===== src/inc/uocc_pkg.sv =====
`default_nettype none
package uocc_pkg;
	// ------------------------------------------------------------
	// Register offsets (byte addresses)
	// ------------------------------------------------------------
	localparam logic [9:0] OFF_USB_FUNCTION_ADDRESS = 10'h000;
	localparam logic [9:0] OFF_POWER = 10'h001;
	localparam logic [9:0] OFF_TXF = 10'h002;
	localparam logic [9:0] OFF_RXF = 10'h004;
	localparam logic [9:0] OFF_TXE = 10'h006;
	localparam logic [9:0] OFF_RXE = 10'h008;
	localparam logic [9:0] OFF_USBF = 10'h00a;
	localparam logic [9:0] OFF_USBE = 10'h00b;
	localparam logic [9:0] OFF_FRAME = 10'h00c;
	localparam logic [9:0] OFF_INDEX = 10'h00e;
	localparam logic [9:0] OFF_TEST = 10'h00f;
	localparam logic [9:0] OFF_SESSION = 10'h060;
	localparam logic [9:0] OFF_ENDPOINT_COUNT_INFO = 10'h078;
	localparam logic [9:0] OFF_RAM_WIDTH_INFO = 10'h079;
	localparam logic [9:0] OFF_DELAY = 10'h07a;
	localparam logic [9:0] OFF_VBUS_PULSE_DURATION = 10'h07b;
	localparam logic [9:0] OFF_HSEOF = 10'h07c;
	localparam logic [9:0] OFF_FSEOF = 10'h07d;
	localparam logic [9:0] OFF_LSEOF = 10'h07e;
	localparam logic [9:0] OFF_RQPKT = 10'h300;
	// ------------------------------------------------------------
	// Reset values
	// ------------------------------------------------------------
	localparam logic [7:0] RST_POWER = 8'h20;
	localparam logic [15:0] RST_TXE = 16'hffff;
	localparam logic [15:0] RST_RXE = 16'hfffe;
	localparam logic [7:0] RST_USBE = 8'h06;
	localparam logic [7:0] RST_VBUS_PULSE_DURATION = 8'h3c;
	localparam logic [7:0] RST_HSEOF = 8'h80;
	localparam logic [7:0] RST_FSEOF = 8'h77;
	localparam logic [7:0] RST_LSEOF = 8'h72;
	localparam logic [7:0] RST_DELAY = 8'h00;
	// ------------------------------------------------------------
	// Power control field positions
	// ------------------------------------------------------------
	localparam int PW_ISO = 7;
	localparam int PW_SOFTCONN = 6;
	localparam int PW_HSEN = 5;
	localparam int PW_HSMODE = 4;
	localparam int PW_RESET = 3;
	localparam int PW_RESUME = 2;
	localparam int PW_SUSP = 1;
	localparam int PW_SUSPEN = 0;
	// Common event positions
	localparam int EV_VBERR = 7;
	localparam int EV_SESREQ = 6;
	localparam int EV_DETACH = 5;
	localparam int EV_ATTACH = 4;
	localparam int EV_SOF = 3;
	localparam int EV_RSTBAB = 2;
	localparam int EV_RESUME = 1;
	localparam int EV_SUSPEND = 0;
	// Test mode fields
	localparam int TM_FHOST = 7;
	localparam int TM_FFS = 5;
	localparam int TM_FHS = 4;
	// ------------------------------------------------------------
	// Timing
	// ------------------------------------------------------------
	localparam int CLK_MHZ = 100;
	localparam int RESUME_MIN_MS = 10;
	localparam int RESUME_MAX_MS = 15;
	localparam int RESUME_MAX_CYC = RESUME_MAX_MS * 1000 * CLK_MHZ;
	typedef enum logic [1:0] {UOCC_LS, UOCC_FS, UOCC_HS} uocc_speed_t;
	typedef struct packed {
		logic [9:0] addr;
		logic [15:0] wdata;
		logic wr;
		logic rd;
	} uocc_bus_t;
	typedef struct packed {
		logic bus_reset;     // Reset signalling present (level)
		logic resume_seen;   // Resume signalling detected (pulse)
		logic suspend_seen;  // Suspend signalling detected (pulse)
		logic sof;           // New frame (pulse)
		logic babble;        // Babble detected (pulse)
		logic attach;        // Connect detected (pulse)
		logic detach;        // Disconnect / session end (pulse)
		logic sess_req;      // Session request seen (pulse)
		logic vbus_low;      // VBus below valid (level)
		logic a_device;      // We are the A device (level)
		logic hs_chirp_ok;   // High-speed handshake succeeded (pulse)
		logic in_token;      // IN token to this function (pulse)
		logic [10:0] frame;  // Last received frame number
	} uocc_link_t;
endpackage
`default_nettype wire


===== src/design/uocc_flag_bank.sv =====
`default_nettype none
module uocc_flag_bank #(
	parameter int WIDTH = 16,
	parameter logic [WIDTH-1:0] USED = '1
) (
	input wire logic ref_clk,             // System clock
	input wire logic reset_n,             // Async reset, active low
	input wire logic clk_en,              // Freezes state while low
	input wire logic [WIDTH-1:0] set_ev,  // Hardware events
	input wire logic clear_all,           // Read clears every flag
	output logic [WIDTH-1:0] flags        // Sticky flags
);
	// Set beats the read-clear so an event in that cycle survives
	for (genvar i = 0; i < WIDTH; i++) begin : g_bit
		if (USED[i]) begin : g_used
			always_ff @(posedge ref_clk or negedge reset_n) begin
				if (!reset_n)
					flags[i] <= 1'b0;
				else if (clk_en)
					flags[i] <= set_ev[i] | (flags[i] & ~clear_all);
			end
		end else begin : g_unused
			assign flags[i] = 1'b0;
		end
	end
endmodule
`default_nettype wire


===== src/design/uocc_common_ctrl.sv =====
// Functional notes
// - ISO update holds a loaded packet until SOF; early IN sends zero-length packet.
// - Soft connect bit enables D+/D- drivers; cleared means tri-stated.
// - High-speed enable allows HS negotiation at bus reset; status bit reports success.
// - Reset status bit follows bus reset signalling.
// - Resume bit drives resume; software clears after 10 ms, before 15 ms.
// - Suspend bit: software in host, hardware in peripheral; cleared by read or resume.
// - Transceiver suspend output only when its enable bit is set.
// - Sixteen read-only transmit endpoint flags, set by hardware.
// - Receive flags for endpoints 1 to 15; bit 0 reads zero.
// - Each endpoint flag has a writable enable; receive enable bit 0 reads zero.
// - As A device, VBus falling below valid in session sets error flag.
// - As A device, session request signalling sets its flag.
// - Detach flag on host disconnect or peripheral session end.
// - Attach flag in host mode; SOF flag every new frame.
// - Bit 2: bus reset in peripheral, babble in host after first SOF.
// - Resume flag while suspended; suspend flag in peripheral mode only.
// - One enable bit per common flag at the same position.
// - Frame register shows last frame number in low eleven bits.
// - Four-bit index selects endpoint register window 10h to 19h.
// - Forced host enters host with session, ignores line inputs; forced speed bits.
// - VBus pulse length and EOF buffer registers with documented defaults.
//
// Strobed register access is this design's own decision.
`default_nettype none
module uocc_common_ctrl
	import uocc_pkg::*;
#(
	parameter int NUM_EP = 16,
	parameter logic [7:0] EP_INFO = 8'hff,     // Arbitrary default
	parameter logic [7:0] RAM_INFO = 8'h00,    // Arbitrary default
	parameter int RESUME_LIMIT = RESUME_MAX_CYC
) (
	input wire logic ref_clk,                   // 100 MHz system clock
	input wire logic reset_n,                   // Async reset, active low
	input wire logic clk_en,                    // Freezes all state while low
	input wire uocc_pkg::uocc_bus_t bus,        // Register request
	output logic [15:0] rdata,                  // Read data, cycle after strobe
	input wire uocc_pkg::uocc_link_t link_raw,  // Link events from the line logic
	input wire logic [15:0] tx_ep_event,        // Transmit endpoint events
	input wire logic [15:0] rx_ep_event,        // Receive endpoint events
	input wire logic id_pin_input,              // ID pin, 1 = B side
	input wire logic phy_host_detach_status,    // PHY disconnect status
	input wire logic tx_packet_loaded,          // Endpoint packet is ready
	output logic send_packet,                   // Release loaded packet
	output logic send_zero_length,              // Answer IN with empty packet
	output logic dp_dm_oe_n,                    // Line drivers enabled when low
	output logic transceiver_suspend_output,    // Suspend to transceiver
	output logic resume_drive,                  // Drive resume signalling
	output logic host_mode,                     // Acting as host
	output logic [1:0] link_speed,              // Chosen speed
	output logic [3:0] endpoint_select,         // Indexed window selector
	output logic resume_overrun,                // Resume held past its limit
	output logic irq                            // Interrupt request
);
	import uocc_pkg::*;

	// ------------------------------------------------------------
	// Input synchronisers (line side is asynchronous)
	// ------------------------------------------------------------
	uocc_link_t link_s1, link;
	logic id_s1, id_s, det_s1, det_s;
	always_ff @(posedge ref_clk or negedge reset_n) begin
		if (!reset_n) begin
			link_s1 <= '0;
			link <= '0;
			{id_s1, id_s, det_s1, det_s} <= 4'h0;
		end else if (clk_en) begin
			link_s1 <= link_raw;
			link <= link_s1;
			{id_s1, det_s1} <= {id_pin_input, phy_host_detach_status};
			{id_s, det_s} <= {id_s1, det_s1};
		end
	end

	// Frame number is a word from another domain: take it only once two
	// samples agree, so a skewed update is never shown to software
	logic [10:0] frame_prev, frame_num;
	always_ff @(posedge ref_clk or negedge reset_n) begin
		if (!reset_n) begin
			frame_prev <= 11'h000;
			frame_num <= 11'h000;
		end else if (clk_en) begin
			frame_prev <= link.frame;
			if (link.frame == frame_prev) frame_num <= link.frame;
		end
	end

	// ------------------------------------------------------------
	// Registers
	// ------------------------------------------------------------
	logic [6:0] func_addr;
	logic [7:0] power;
	logic [15:0] tx_en, rx_en;
	logic [7:0] usb_en, test_mode, delay_info, vbus_pulse_duration, hs_eof, fs_eof, ls_eof;
	logic session;
	logic sof_sent, bus_reset_d, iso_wait, resume_d, held;
	logic [15:0] rq_count [1:15];
	logic [31:0] resume_cnt;

	// ------------------------------------------------------------
	// Decode
	// ------------------------------------------------------------
	function automatic logic hit(input logic [9:0] a, input logic [9:0] off);
		return a == off;
	endfunction
	wire wr = bus.wr & clk_en;
	wire rd = bus.rd & clk_en;
	wire wr_power = wr & hit(bus.addr, OFF_POWER);
	wire rd_usbf = rd & hit(bus.addr, OFF_USBF);
	wire rq_hit = (bus.addr[9:5] == OFF_RQPKT[9:5]) & ~bus.addr[0] & (bus.addr[4:1] != 4'h0);
	wire [3:0] rq_ep = bus.addr[4:1];
	wire forced = test_mode[TM_FHOST];
	// forced host ignores ID and line inputs, host only while session
	wire is_host = forced ? session : (session & ~id_s);
	wire resume_set_sw = wr_power & bus.wdata[PW_RESUME] & ~power[PW_RESUME];

	// ------------------------------------------------------------
	// Common event sources
	// ------------------------------------------------------------
	logic [7:0] usb_ev;
	always_comb begin
		usb_ev = 8'h00;
		usb_ev[EV_VBERR] = link.a_device & session & link.vbus_low;
		usb_ev[EV_SESREQ] = link.a_device & link.sess_req;
		usb_ev[EV_DETACH] = link.detach | (is_host & ~forced & det_s);
		usb_ev[EV_ATTACH] = is_host & link.attach;
		usb_ev[EV_SOF] = link.sof;
		// Bit 2 meaning swaps with mode; babble ignored before any SOF
		usb_ev[EV_RSTBAB] = is_host ? (link.babble & sof_sent)
			: (link.bus_reset & ~bus_reset_d);
		usb_ev[EV_RESUME] = link.resume_seen & power[PW_SUSP];
		usb_ev[EV_SUSPEND] = ~is_host & link.suspend_seen;
	end

	logic [15:0] tx_flags, rx_flags;
	logic [7:0] usb_flags;
	uocc_flag_bank #(.WIDTH(16), .USED(16'hffff)) u_tx (
		.ref_clk(ref_clk), .reset_n(reset_n), .clk_en(clk_en),
		.set_ev(tx_ep_event), .clear_all(rd & hit(bus.addr, OFF_TXF)),
		.flags(tx_flags));
	uocc_flag_bank #(.WIDTH(16), .USED(16'hfffe)) u_rx (
		.ref_clk(ref_clk), .reset_n(reset_n), .clk_en(clk_en),
		.set_ev(rx_ep_event), .clear_all(rd & hit(bus.addr, OFF_RXF)),
		.flags(rx_flags));
	uocc_flag_bank #(.WIDTH(8), .USED(8'hff)) u_usb (
		.ref_clk(ref_clk), .reset_n(reset_n), .clk_en(clk_en),
		.set_ev(usb_ev), .clear_all(rd_usbf),
		.flags(usb_flags));

	// ------------------------------------------------------------
	// Power control bits
	// ------------------------------------------------------------
	wire suspend_set = is_host ? (wr_power & bus.wdata[PW_SUSP]) : link.suspend_seen;
	wire suspend_clr = rd_usbf | resume_set_sw;
	wire remote_resume = is_host & power[PW_SUSP] & link.resume_seen;
	logic [7:0] next_power;
	always_comb begin
		next_power = power;
		if (wr_power) begin
			next_power[PW_ISO] = bus.wdata[PW_ISO];
			next_power[PW_SOFTCONN] = bus.wdata[PW_SOFTCONN];
			next_power[PW_HSEN] = bus.wdata[PW_HSEN];
			next_power[PW_RESUME] = bus.wdata[PW_RESUME];
			next_power[PW_SUSPEN] = bus.wdata[PW_SUSPEN];
		end
		if (remote_resume)
			next_power[PW_RESUME] = 1'b1;
		next_power[PW_RESET] = link.bus_reset;
		if (~session)
			next_power[PW_HSMODE] = 1'b0;
		else if (link.bus_reset & link.hs_chirp_ok & power[PW_HSEN])
			next_power[PW_HSMODE] = 1'b1;
		if (suspend_clr)
			next_power[PW_SUSP] = 1'b0;
		if (suspend_set)
			next_power[PW_SUSP] = 1'b1;
	end

	// ------------------------------------------------------------
	// Register writes
	// ------------------------------------------------------------
	always_ff @(posedge ref_clk or negedge reset_n) begin
		if (!reset_n) begin
			func_addr <= 7'h00;
			power <= RST_POWER;
			tx_en <= RST_TXE;
			rx_en <= RST_RXE;
			usb_en <= RST_USBE;
			endpoint_select <= 4'h0;
			test_mode <= 8'h00;
			session <= 1'b0;
			delay_info <= RST_DELAY;
			vbus_pulse_duration <= RST_VBUS_PULSE_DURATION;
			hs_eof <= RST_HSEOF;
			fs_eof <= RST_FSEOF;
			ls_eof <= RST_LSEOF;
		end else if (clk_en) begin
			power <= next_power;
			if (wr) begin
				if (hit(bus.addr, OFF_USB_FUNCTION_ADDRESS)) func_addr <= bus.wdata[6:0];
				if (hit(bus.addr, OFF_TXE)) tx_en <= bus.wdata;
				if (hit(bus.addr, OFF_RXE)) rx_en <= {bus.wdata[15:1], 1'b0};
				if (hit(bus.addr, OFF_USBE)) usb_en <= bus.wdata[7:0];
				if (hit(bus.addr, OFF_INDEX)) endpoint_select <= bus.wdata[3:0];
				if (hit(bus.addr, OFF_TEST)) test_mode <= bus.wdata[7:0];
				if (hit(bus.addr, OFF_SESSION)) session <= bus.wdata[0];
				if (hit(bus.addr, OFF_DELAY)) delay_info <= bus.wdata[7:0];
				if (hit(bus.addr, OFF_VBUS_PULSE_DURATION)) vbus_pulse_duration <= bus.wdata[7:0];
				if (hit(bus.addr, OFF_HSEOF)) hs_eof <= bus.wdata[7:0];
				if (hit(bus.addr, OFF_FSEOF)) fs_eof <= bus.wdata[7:0];
				if (hit(bus.addr, OFF_LSEOF)) ls_eof <= bus.wdata[7:0];
			end
		end
	end

	// Requested-packet counters, one per receive endpoint
	for (genvar e = 1; e < 16; e++) begin : g_rq
		always_ff @(posedge ref_clk or negedge reset_n) begin
			if (!reset_n)
				rq_count[e] <= 16'h0000;
			else if (clk_en & wr & rq_hit & (rq_ep == 4'(e)))
				rq_count[e] <= bus.wdata;
		end
	end

	// ------------------------------------------------------------
	// Read path
	// ------------------------------------------------------------
	logic [15:0] rd_mux;
	always_comb begin
		rd_mux = 16'h0000;
		unique case (bus.addr)
			OFF_USB_FUNCTION_ADDRESS: rd_mux = {9'h000, func_addr};
			OFF_POWER: rd_mux = {8'h00, power};
			OFF_TXF: rd_mux = tx_flags;
			OFF_RXF: rd_mux = rx_flags;
			OFF_TXE: rd_mux = tx_en;
			OFF_RXE: rd_mux = rx_en;
			OFF_USBF: rd_mux = {8'h00, usb_flags};
			OFF_USBE: rd_mux = {8'h00, usb_en};
			OFF_FRAME: rd_mux = {5'h00, frame_num};
			OFF_INDEX: rd_mux = {12'h000, endpoint_select};
			OFF_TEST: rd_mux = {8'h00, forced ? det_s : test_mode[7], test_mode[6:0]};
			OFF_SESSION: rd_mux = {13'h0000, is_host, 1'b0, session};
			OFF_ENDPOINT_COUNT_INFO: rd_mux = {8'h00, EP_INFO};
			OFF_RAM_WIDTH_INFO: rd_mux = {8'h00, RAM_INFO};
			OFF_DELAY: rd_mux = {8'h00, delay_info};
			OFF_VBUS_PULSE_DURATION: rd_mux = {8'h00, vbus_pulse_duration};
			OFF_HSEOF: rd_mux = {8'h00, hs_eof};
			OFF_FSEOF: rd_mux = {8'h00, fs_eof};
			OFF_LSEOF: rd_mux = {8'h00, ls_eof};
			default: rd_mux = rq_hit ? rq_count[rq_ep] : 16'h0000;
		endcase
	end

	// ------------------------------------------------------------
	// Line control and outputs
	// ------------------------------------------------------------
	wire [1:0] speed_sel = forced
		? (test_mode[TM_FHS] ? 2'(UOCC_HS) : test_mode[TM_FFS] ? 2'(UOCC_FS) : 2'(UOCC_LS))
		: (power[PW_HSMODE] ? 2'(UOCC_HS) : 2'(UOCC_FS));
	wire iso_hold = power[PW_ISO] & tx_packet_loaded & ~held;
	wire any_irq = |(tx_flags & tx_en) | |(rx_flags & rx_en) | |(usb_flags & usb_en);
	always_ff @(posedge ref_clk or negedge reset_n) begin
		if (!reset_n) begin
			rdata <= 16'h0000;
			irq <= 1'b0;
			dp_dm_oe_n <= 1'b1;
			transceiver_suspend_output <= 1'b0;
			resume_drive <= 1'b0;
			host_mode <= 1'b0;
			link_speed <= 2'(UOCC_FS);
			send_packet <= 1'b0;
			send_zero_length <= 1'b0;
			sof_sent <= 1'b0;
			bus_reset_d <= 1'b0;
			held <= 1'b0;
			iso_wait <= 1'b0;
			resume_d <= 1'b0;
			resume_cnt <= 32'h0;
			resume_overrun <= 1'b0;
		end else if (clk_en) begin
			if (rd) rdata <= rd_mux;
			irq <= any_irq;
			dp_dm_oe_n <= ~power[PW_SOFTCONN];
			transceiver_suspend_output <= power[PW_SUSPEN] & power[PW_SUSP];
			resume_drive <= power[PW_RESUME];
			host_mode <= is_host;
			link_speed <= speed_sel;
			bus_reset_d <= link.bus_reset;
			sof_sent <= is_host & (sof_sent | link.sof);
			// SOF releases the held packet; IN before SOF gets an empty one
			iso_wait <= iso_hold & ~(iso_wait & link.sof);
			held <= tx_packet_loaded & (held | (iso_wait & link.sof));
			send_packet <= tx_packet_loaded & (~power[PW_ISO] | (iso_wait & link.sof));
			send_zero_length <= iso_wait & ~link.sof & link.in_token;
			resume_d <= power[PW_RESUME];
			resume_cnt <= power[PW_RESUME] ? resume_cnt + 32'h1 : 32'h0;
			if (power[PW_RESUME] & ~resume_d) resume_overrun <= 1'b0;
			else if (resume_cnt == 32'(RESUME_LIMIT)) resume_overrun <= 1'b1;
		end
	end
endmodule
`default_nettype wire


===== config.mk =====
export PLATFORM = sky130hd
export DESIGN_NAME = uocc_common_ctrl
export DESIGN_NICKNAME = d
export VERILOG_FILES = /design/src/inc/uocc_pkg.sv /design/src/design/uocc_flag_bank.sv /design/src/design/uocc_common_ctrl.sv
export SDC_FILE = /design/constraint.sdc
export NUM_CORES = 1
export LEC_CHECK = 0
export BUFFER_PORTS_ARGS = -buffer_cell sky130_fd_sc_hd__buf_2
export CAP_MARGIN = 10
export CORE_MARGIN = 2
export CORE_UTILIZATION = 56
export CTS_CLUSTER_DIAMETER = 120
export DETAILED_ROUTE_END_ITERATION = 7
export HOLD_SLACK_MARGIN = 0.06
export PLACE_DENSITY = 0.84
export SYNTH_ARGS = -nofsm -noshare
export SYNTH_HDL_FRONTEND = slang
export SYNTH_SLANG_ARGS = --single-unit

===== constraint.sdc =====
create_clock -name ref_clk -period 3.8 [get_ports ref_clk]
set_clock_uncertainty 0.05 [all_clocks]
set_input_delay 0.76 -clock ref_clk [delete_from_list [all_inputs] [get_ports ref_clk]]
set_output_delay 0.76 -clock ref_clk [all_outputs]
set_load 0.02 [all_outputs]

; Word level (Yosys, flattened, before mapping)
; Index checks and enable logic that the tools add are counted.
; W data, S select, Z words.
[totals]
input_bits = 89
register_bits = 519
[classes]
mux = 22
reduce_logical = 27
order_cmp = 1
n_addsub = 1
n_eq_ne = 37
bitwise = 158
[op_table]
columns = cell, count
row1 = $pmux W16 S19, 1
row2 = $and A1 B1 Y1, 93
row3 = $eq A10 B7 Y1 const B, 8
row4 = $bmux W16 S4, 1
row5 = $eq A10 B4 Y1 const B, 6
row6 = $mux W16, 3
row7 = $or A1 B1 Y1, 46
row8 = $reduce_and A3 Y1, 12
row9 = $add A32 B1 Y32 const B, 1
row10 = $and A16 B16 Y16, 2
row11 = $eq A32 B21 Y1 const B, 1
row12 = $eq A4 B4 Y1 const B, 8
row13 = $mux W32, 1
row14 = $reduce_or A16 Y1, 2
row15 = $eq A10 B3 Y1 const B, 2
row16 = $eq A4 B3 Y1 const B, 4
row17 = $not A1 Y1, 15
row18 = $reduce_and A2 Y1, 7
row19 = $mux W1, 13
row20 = $eq A11 B11 Y1, 1
row21 = $eq A10 B1 Y1 const B, 1
row22 = $eq A10 B2 Y1 const B, 1
row23 = $logic_not A10 Y1, 1
row24 = $and A8 B8 Y8, 1
row25 = 10 further kinds, 15

; Longest topological paths before layout
[logic_depth]
ltp_word = 7
depth_mapped = 10
mapped_depth_nobuf = 7

; Modules after synthesis
; A second synthesis with hierarchy kept.
[hier_totals]
cells_unflattened = 1818
area_unflattened_um2 = 24629.9
[by_module_without_submodules]
columns = mod, seq_area_each_um2, cells_each, area_per_inst_um2, n_inst
row1 = uocc_common_ctrl, 12075.3, 1728, 23199.8, 1
row2 = uocc_flag_bank (u_tx), 400.4, 36, 578.1, 1
row3 = uocc_flag_bank (u_rx), 375.4, 36, 559.3, 1
row4 = uocc_flag_bank (u_usb), 200.2, 18, 292.8, 1

; Worst setup path before layout
; No wires, ideal clock.
[synth_timing]
path_type = input to register
start = input bus[23] (netlist name)
end = register tx_en[10]
setup_slack_ps = 998
path_buffers = 2
setup_time_ps = 82
cell_stages = 6
arrival_ps = 2669
path_cell_list = or4_4 -> or2_2 -> clkbuf_1 -> nor3_2 -> buf_2 -> mux2_2
[synth_between]
elab_chain_cells = 2
[synth_lines]
columns = element, line_no
row1 = from (decl), uocc_common_ctrl.sv:37  ; input wire uocc_pkg::uocc_bus_t bus,
row2 = $eq A10 B3 Y1, uocc_common_ctrl.sv:105  ; return a == off;
row3 = $reduce_and A3 Y1 (no source line), --
row4 = to (signal assigned), uocc_common_ctrl.sv:202  ; if (hit(bus.addr, OFF_TXE)) tx_en <= bus.wdata;
row5 = to (decl), uocc_common_ctrl.sv:94  ; logic [15:0] tx_en, rx_en;
; Every way passes these cells.
; A chain may end at the register's enable or synchronous reset.

; Worst setup path after layout
[layout_timing]
start = input bus[23] (netlist name)
end = register rq_count[102] (netlist name)
[layout_between]
elab_chain_cells = 5
[layout_lines]
columns = element, line_no
row1 = $eq A5 B5 Y1, uocc_common_ctrl.sv:111  ; wire rq_hit = (bus.addr[9:5] == OFF_RQPKT[9:5]) & ~bus.addr[0] & (bus.addr[4:1] != 4'h0);
row2 = $and A1 B1 Y1 (2 in a row), uocc_common_ctrl.sv:111
row3 = $and A1 B1 Y1 (2 in a row), uocc_common_ctrl.sv:222  ; else if (clk_en & wr & rq_hit & (rq_ep == 4'(e)))
row4 = "to (signal, indexed assignment)", uocc_common_ctrl.sv:223  ; rq_count[e] <= bus.wdata;
row5 = to (decl), uocc_common_ctrl.sv:98  ; logic [15:0] rq_count [1:15];
; Every way passes these cells.

==> results.json <==
{
  "cts_sinks": 519,
  "drcViolationCount": 0,
  "worst-r2r-setup-slack_ns": 1.18,
  "synthesis.yosys.warnings": 0,
  "pre_cts_slack_ns": 0.440,
  "worst_setup_end_kind": "register",
  "drt-total-wl_um": 66000,
  "tritoncts": "done",
  "crit_path_start_kind": "input port",
  "asyncSetResetFlopFracSynth": 1.00,
  "synth_cell_type_count": 71,
  "design.die.area_um2": 44600,
  "routed_wire_per_std_cell_um": 26.3,
  "die-width_um": 211,
  "io_buffers": 117,
  "cp_data_required_time_ns": 4.22,
  "grt_setup_unrepaired": "false",
  "num_cts_buffers": 51,
  "grt_start_max_net_pins": 144,
  "area.growth.synth_to_final_pct": 13.1,
  "cell_type_with_the_largest_total_area_after_synthesis": "dfrtp_1",
  "finalInstanceArea_um2": 27200,
  "synth-seq-area-share": 0.542,
  "dominant_combinational_cell_family_by_area_after_synthesis": "multiplexers",
  "maxClockFrequency_mhz": 354,
  "vdd_ir_drop_max_uv": 346,
  "min_period_ns": 2.83,
  "synthTopCellsByCount": "468 x dfrtp_1, 438 x mux2_2, 109 x nand2_1",
  "post_cts_buffers": 0,
  "antenna_found_initial": 4,
  "gpl.final_weighted_congestion": 0.955,
  "timing.critical_path.cells": "buf_2 > or4_4 > or3_4 > nor3_4 > nand2_2 > mux2_2",
  "grt_use_total": 0.302,
  "synth_top_area_share": 0.487,
  "multiplexer_share_of_the_synthesized_area": 0.266,
  "dp_hpwl_um": 43900,
  "area_of_the_mapped_netlist_um2": 24100,
  "yosys.area_share.xor_xnor": 0.00400,
  "final_cell_count_no_fill": 2506,
  "holdCritPathClass": "in -> async",
  "multiInputGateArea_um2": 10400,
  "ctsResizeCount": 0,
  "outcome": "completed",
  "clk_root_buffer_cell": "clkbuf_16",
  "power-per-cell-area_nw_per_um2": 444,
  "finalSetupTns_ns": 0,
  "cpMaxStageDelayCell": "or4_4",
  "fillCellCount": 2979,
  "synth_edf_count": 0,
  "via_count": 16677,
  "final-hold-violation-count": 0,
  "grt_pass1_vias": 17234,
  "cts_hold_buffers": 0,
  "dpl.cell_count": 2411,
  "maxSlewHeadroom": 0.254,
  "finish.net_count": 2016,
  "worstSetupPathType": "in -> reg",
  "timing_worst_slew_pin_value_ns": 1.11,
  "final_util": 0.644,
  "ant_nets": 0,
  "grt_first_pass_wirelength_um": 102000,
  "clock_tree.htree_level_count": 2,
  "core-area_um2": 42200,
  "synth.ff_latch_count": 519,
  "post_synth_fa_ha_maj_area_fraction": 0.00104,
  "clock_path_buffers": 3,
  "cap_violations": 0,
  "synth_area_leaders": "dfrtp_1 49%, mux2_2 20%, dfstp_2 5.6%",
  "rows": 75,
  "place_area_um2": 25400,
  "critical-path-max-stage-delay_ns": 0.65,
  "via_per_inst": 6.65,
  "timing.final.ws_setup_ns": 0.975,
  "cellLeakagePower_nw": 12.6,
  "yosys.cell_count.top_type": "dfrtp_1",
  "final_number_of_max_transition_violations": 0,
  "drive_above_1_share": 0.434,
  "clk_pin_slew_worst_paths_ns": 0.06,
  "worst-endpoint-arrival_ns": 3.25,
  "synth_compound_gate_area_share": 0.0881,
  "floorplan.die.height_um": 211,
  "finalCritPeriodShare": 0.743,
  "synth_nets": 1906,
  "clk_latency_ns": 0.61,
  "grt_remaining_overflow": 0,
  "drt_iter0_markers": 1770,
  "cp_max_fo": 16,
  "sequential_cell_area_um2": 13100,
  "initial_standard_cell_utilization_of_the_core": 0.570,
  "avgSynthCellArea_um2": 13.3,
  "finalSetupViolations": 0,
  "io_pins": 119,
  "synth_cells": 1815,
  "detailedRoute.firstPassIterationCount": 5,
  "synth-simple-area-share": 0.0730,
  "synthFlopType": "dfrtp_1"
}
-- flip-flops by register name, indices dropped and copies added, names as in the netlist, 8 cells and up --
| name | count |
|---|---|
| u_rx.flags | 15 |
| delay_info | 8 |
| vbus_pulse_duration | 8 |
| rx_en | 15 |
| hs_eof | 8 |
| frame_prev | 11 |
| usb_en | 8 |
| link_s1 | 23 |
| ls_eof | 8 |
| fs_eof | 8 |
| link | 23 |
| rdata | 16 |
| u_usb.flags | 8 |
| frame_num | 11 |
| rq_count | 240 |
| resume_cnt | 32 |
| u_tx.flags | 16 |
| tx_en | 16 |
| test_mode | 8 |
| power | 8 |
-- cell usage in the layout (no fill, tap or decap), types with 6 or more instances in the layout --
cell type | netlist | layout
dfrtp_1 | 468 | 468
mux2_2 | 438 | 438
buf_2 | 29 | 113
nand2_1 | 109 | 109
o21ai_0 | 67 | 67
buf_4 | 7 | 59
mux4_2 | 54 | 54
a22o_1 | 54 | 54
nor2_1 | 52 | 52
clkbuf_16 | 0 | 51
dfstp_2 | 51 | 51
a21oi_1 | 36 | 36
nor3_1 | 33 | 33
a221oi_1 | 26 | 26
mux2i_1 | 25 | 25
nand4_1 | 20 | 20
nand3_1 | 19 | 19
a31oi_1 | 18 | 18
inv_1 | 17 | 17
a22oi_1 | 17 | 17
clkbuf_8 | 0 | 13
nand2_2 | 12 | 12
nor4_1 | 12 | 12
xnor2_1 | 11 | 11
a221o_1 | 10 | 10
or3_1 | 9 | 9
o31ai_1 | 9 | 9
clkinv_2 | 0 | 9
a32o_1 | 8 | 8
bufinv_16 | 0 | 8
buf_12 | 0 | 8
a211oi_1 | 7 | 7
nor2b_1 | 7 | 6
-- power breakdown --
part | switching, mW | internal, mW | leakage (nW) | total (mW)
Combinational | 0.508 | 0.319 | 5.03 | 0.827
Clock | 2.18 | 3.27 | 0.894 | 5.44
Sequential | 0.122 | 5.68 | 6.67 | 5.81
-- through the flow --
stage	hold slack (ns)	total power [mW]
2_1_floorplan	0.371	6.32
3_5_place_dp	0.403	6.72
3_3_place_gp	0.392	6.69
6_report	0.184	12.1
5_1_grt	0.230	12.5
4_1_cts	0.196	12.1
-- cells by family after synthesis --
| kind of cell | count (synthesis) |
|---|---|
| flip-flops | 519 |
| multiplexers | 517 |
| AND/OR/NAND/NOR | 330 |
| AO/OA/AOI/OAI | 294 |
| buffers and inverters | 142 |
| XOR/XNOR | 11 |
| adder cells (fa/ha/maj) | 2 |
-- layer usage --
| metal | vias to the layer above | share of wire | global-route usage |
|---|---|---|---|
| li1 | 7063 | - | - |
| met1 | 8618 | 0.41 | 0.425 |
| met2 | 845 | 0.46 | 0.462 |
| met3 | 143 | 0.090 | 0.0700 |
| met4 | 8 | 0.032 | 0.113 |
| met5 | - | 0.00059 | 0 |
-- area by class of cell --
| class | count | share of cell area |
|---|---|---|
| Inverter | 17 | 0.00235 |
| Sequential cell | 519 | 0.480 |
| Clock inverter | 24 | 0.0126 |
| Multi-Input combinational cell | 1154 | 0.382 |
| Timing Repair Buffer | 182 | 0.0439 |
| Tap cell | 539 | 0.0248 |
| Antenna cell | 2 | 0.000184 |
| Clock buffer | 69 | 0.0542 |
-- critical path, delay by kind of cell --
kind / cells / cell delay, ns
AND/OR/NAND/NOR: 4 / 1.90
multiplexers: 1 / 0.44
buffers and inverters: 1 / 0.13
-- path summary, 6_finish.rpt --
path / cells after the start / to / from
worst max-delay path: 6 / rq_count[102] / bus[23]
worst min register to register: 1 / iso_wait / held
min in group ref_clk: 2 / u_rx.flags[9] / rx_ep_event[9]
worst max register to register: 4 / resume_cnt[26] / power[2]
max in group asynchronous: 2 / u_tx.flags[5] / reset_n
worst min-delay path: 1 / rq_count[19] / reset_n
Note: power is estimated with default switching activity, not from simulation.
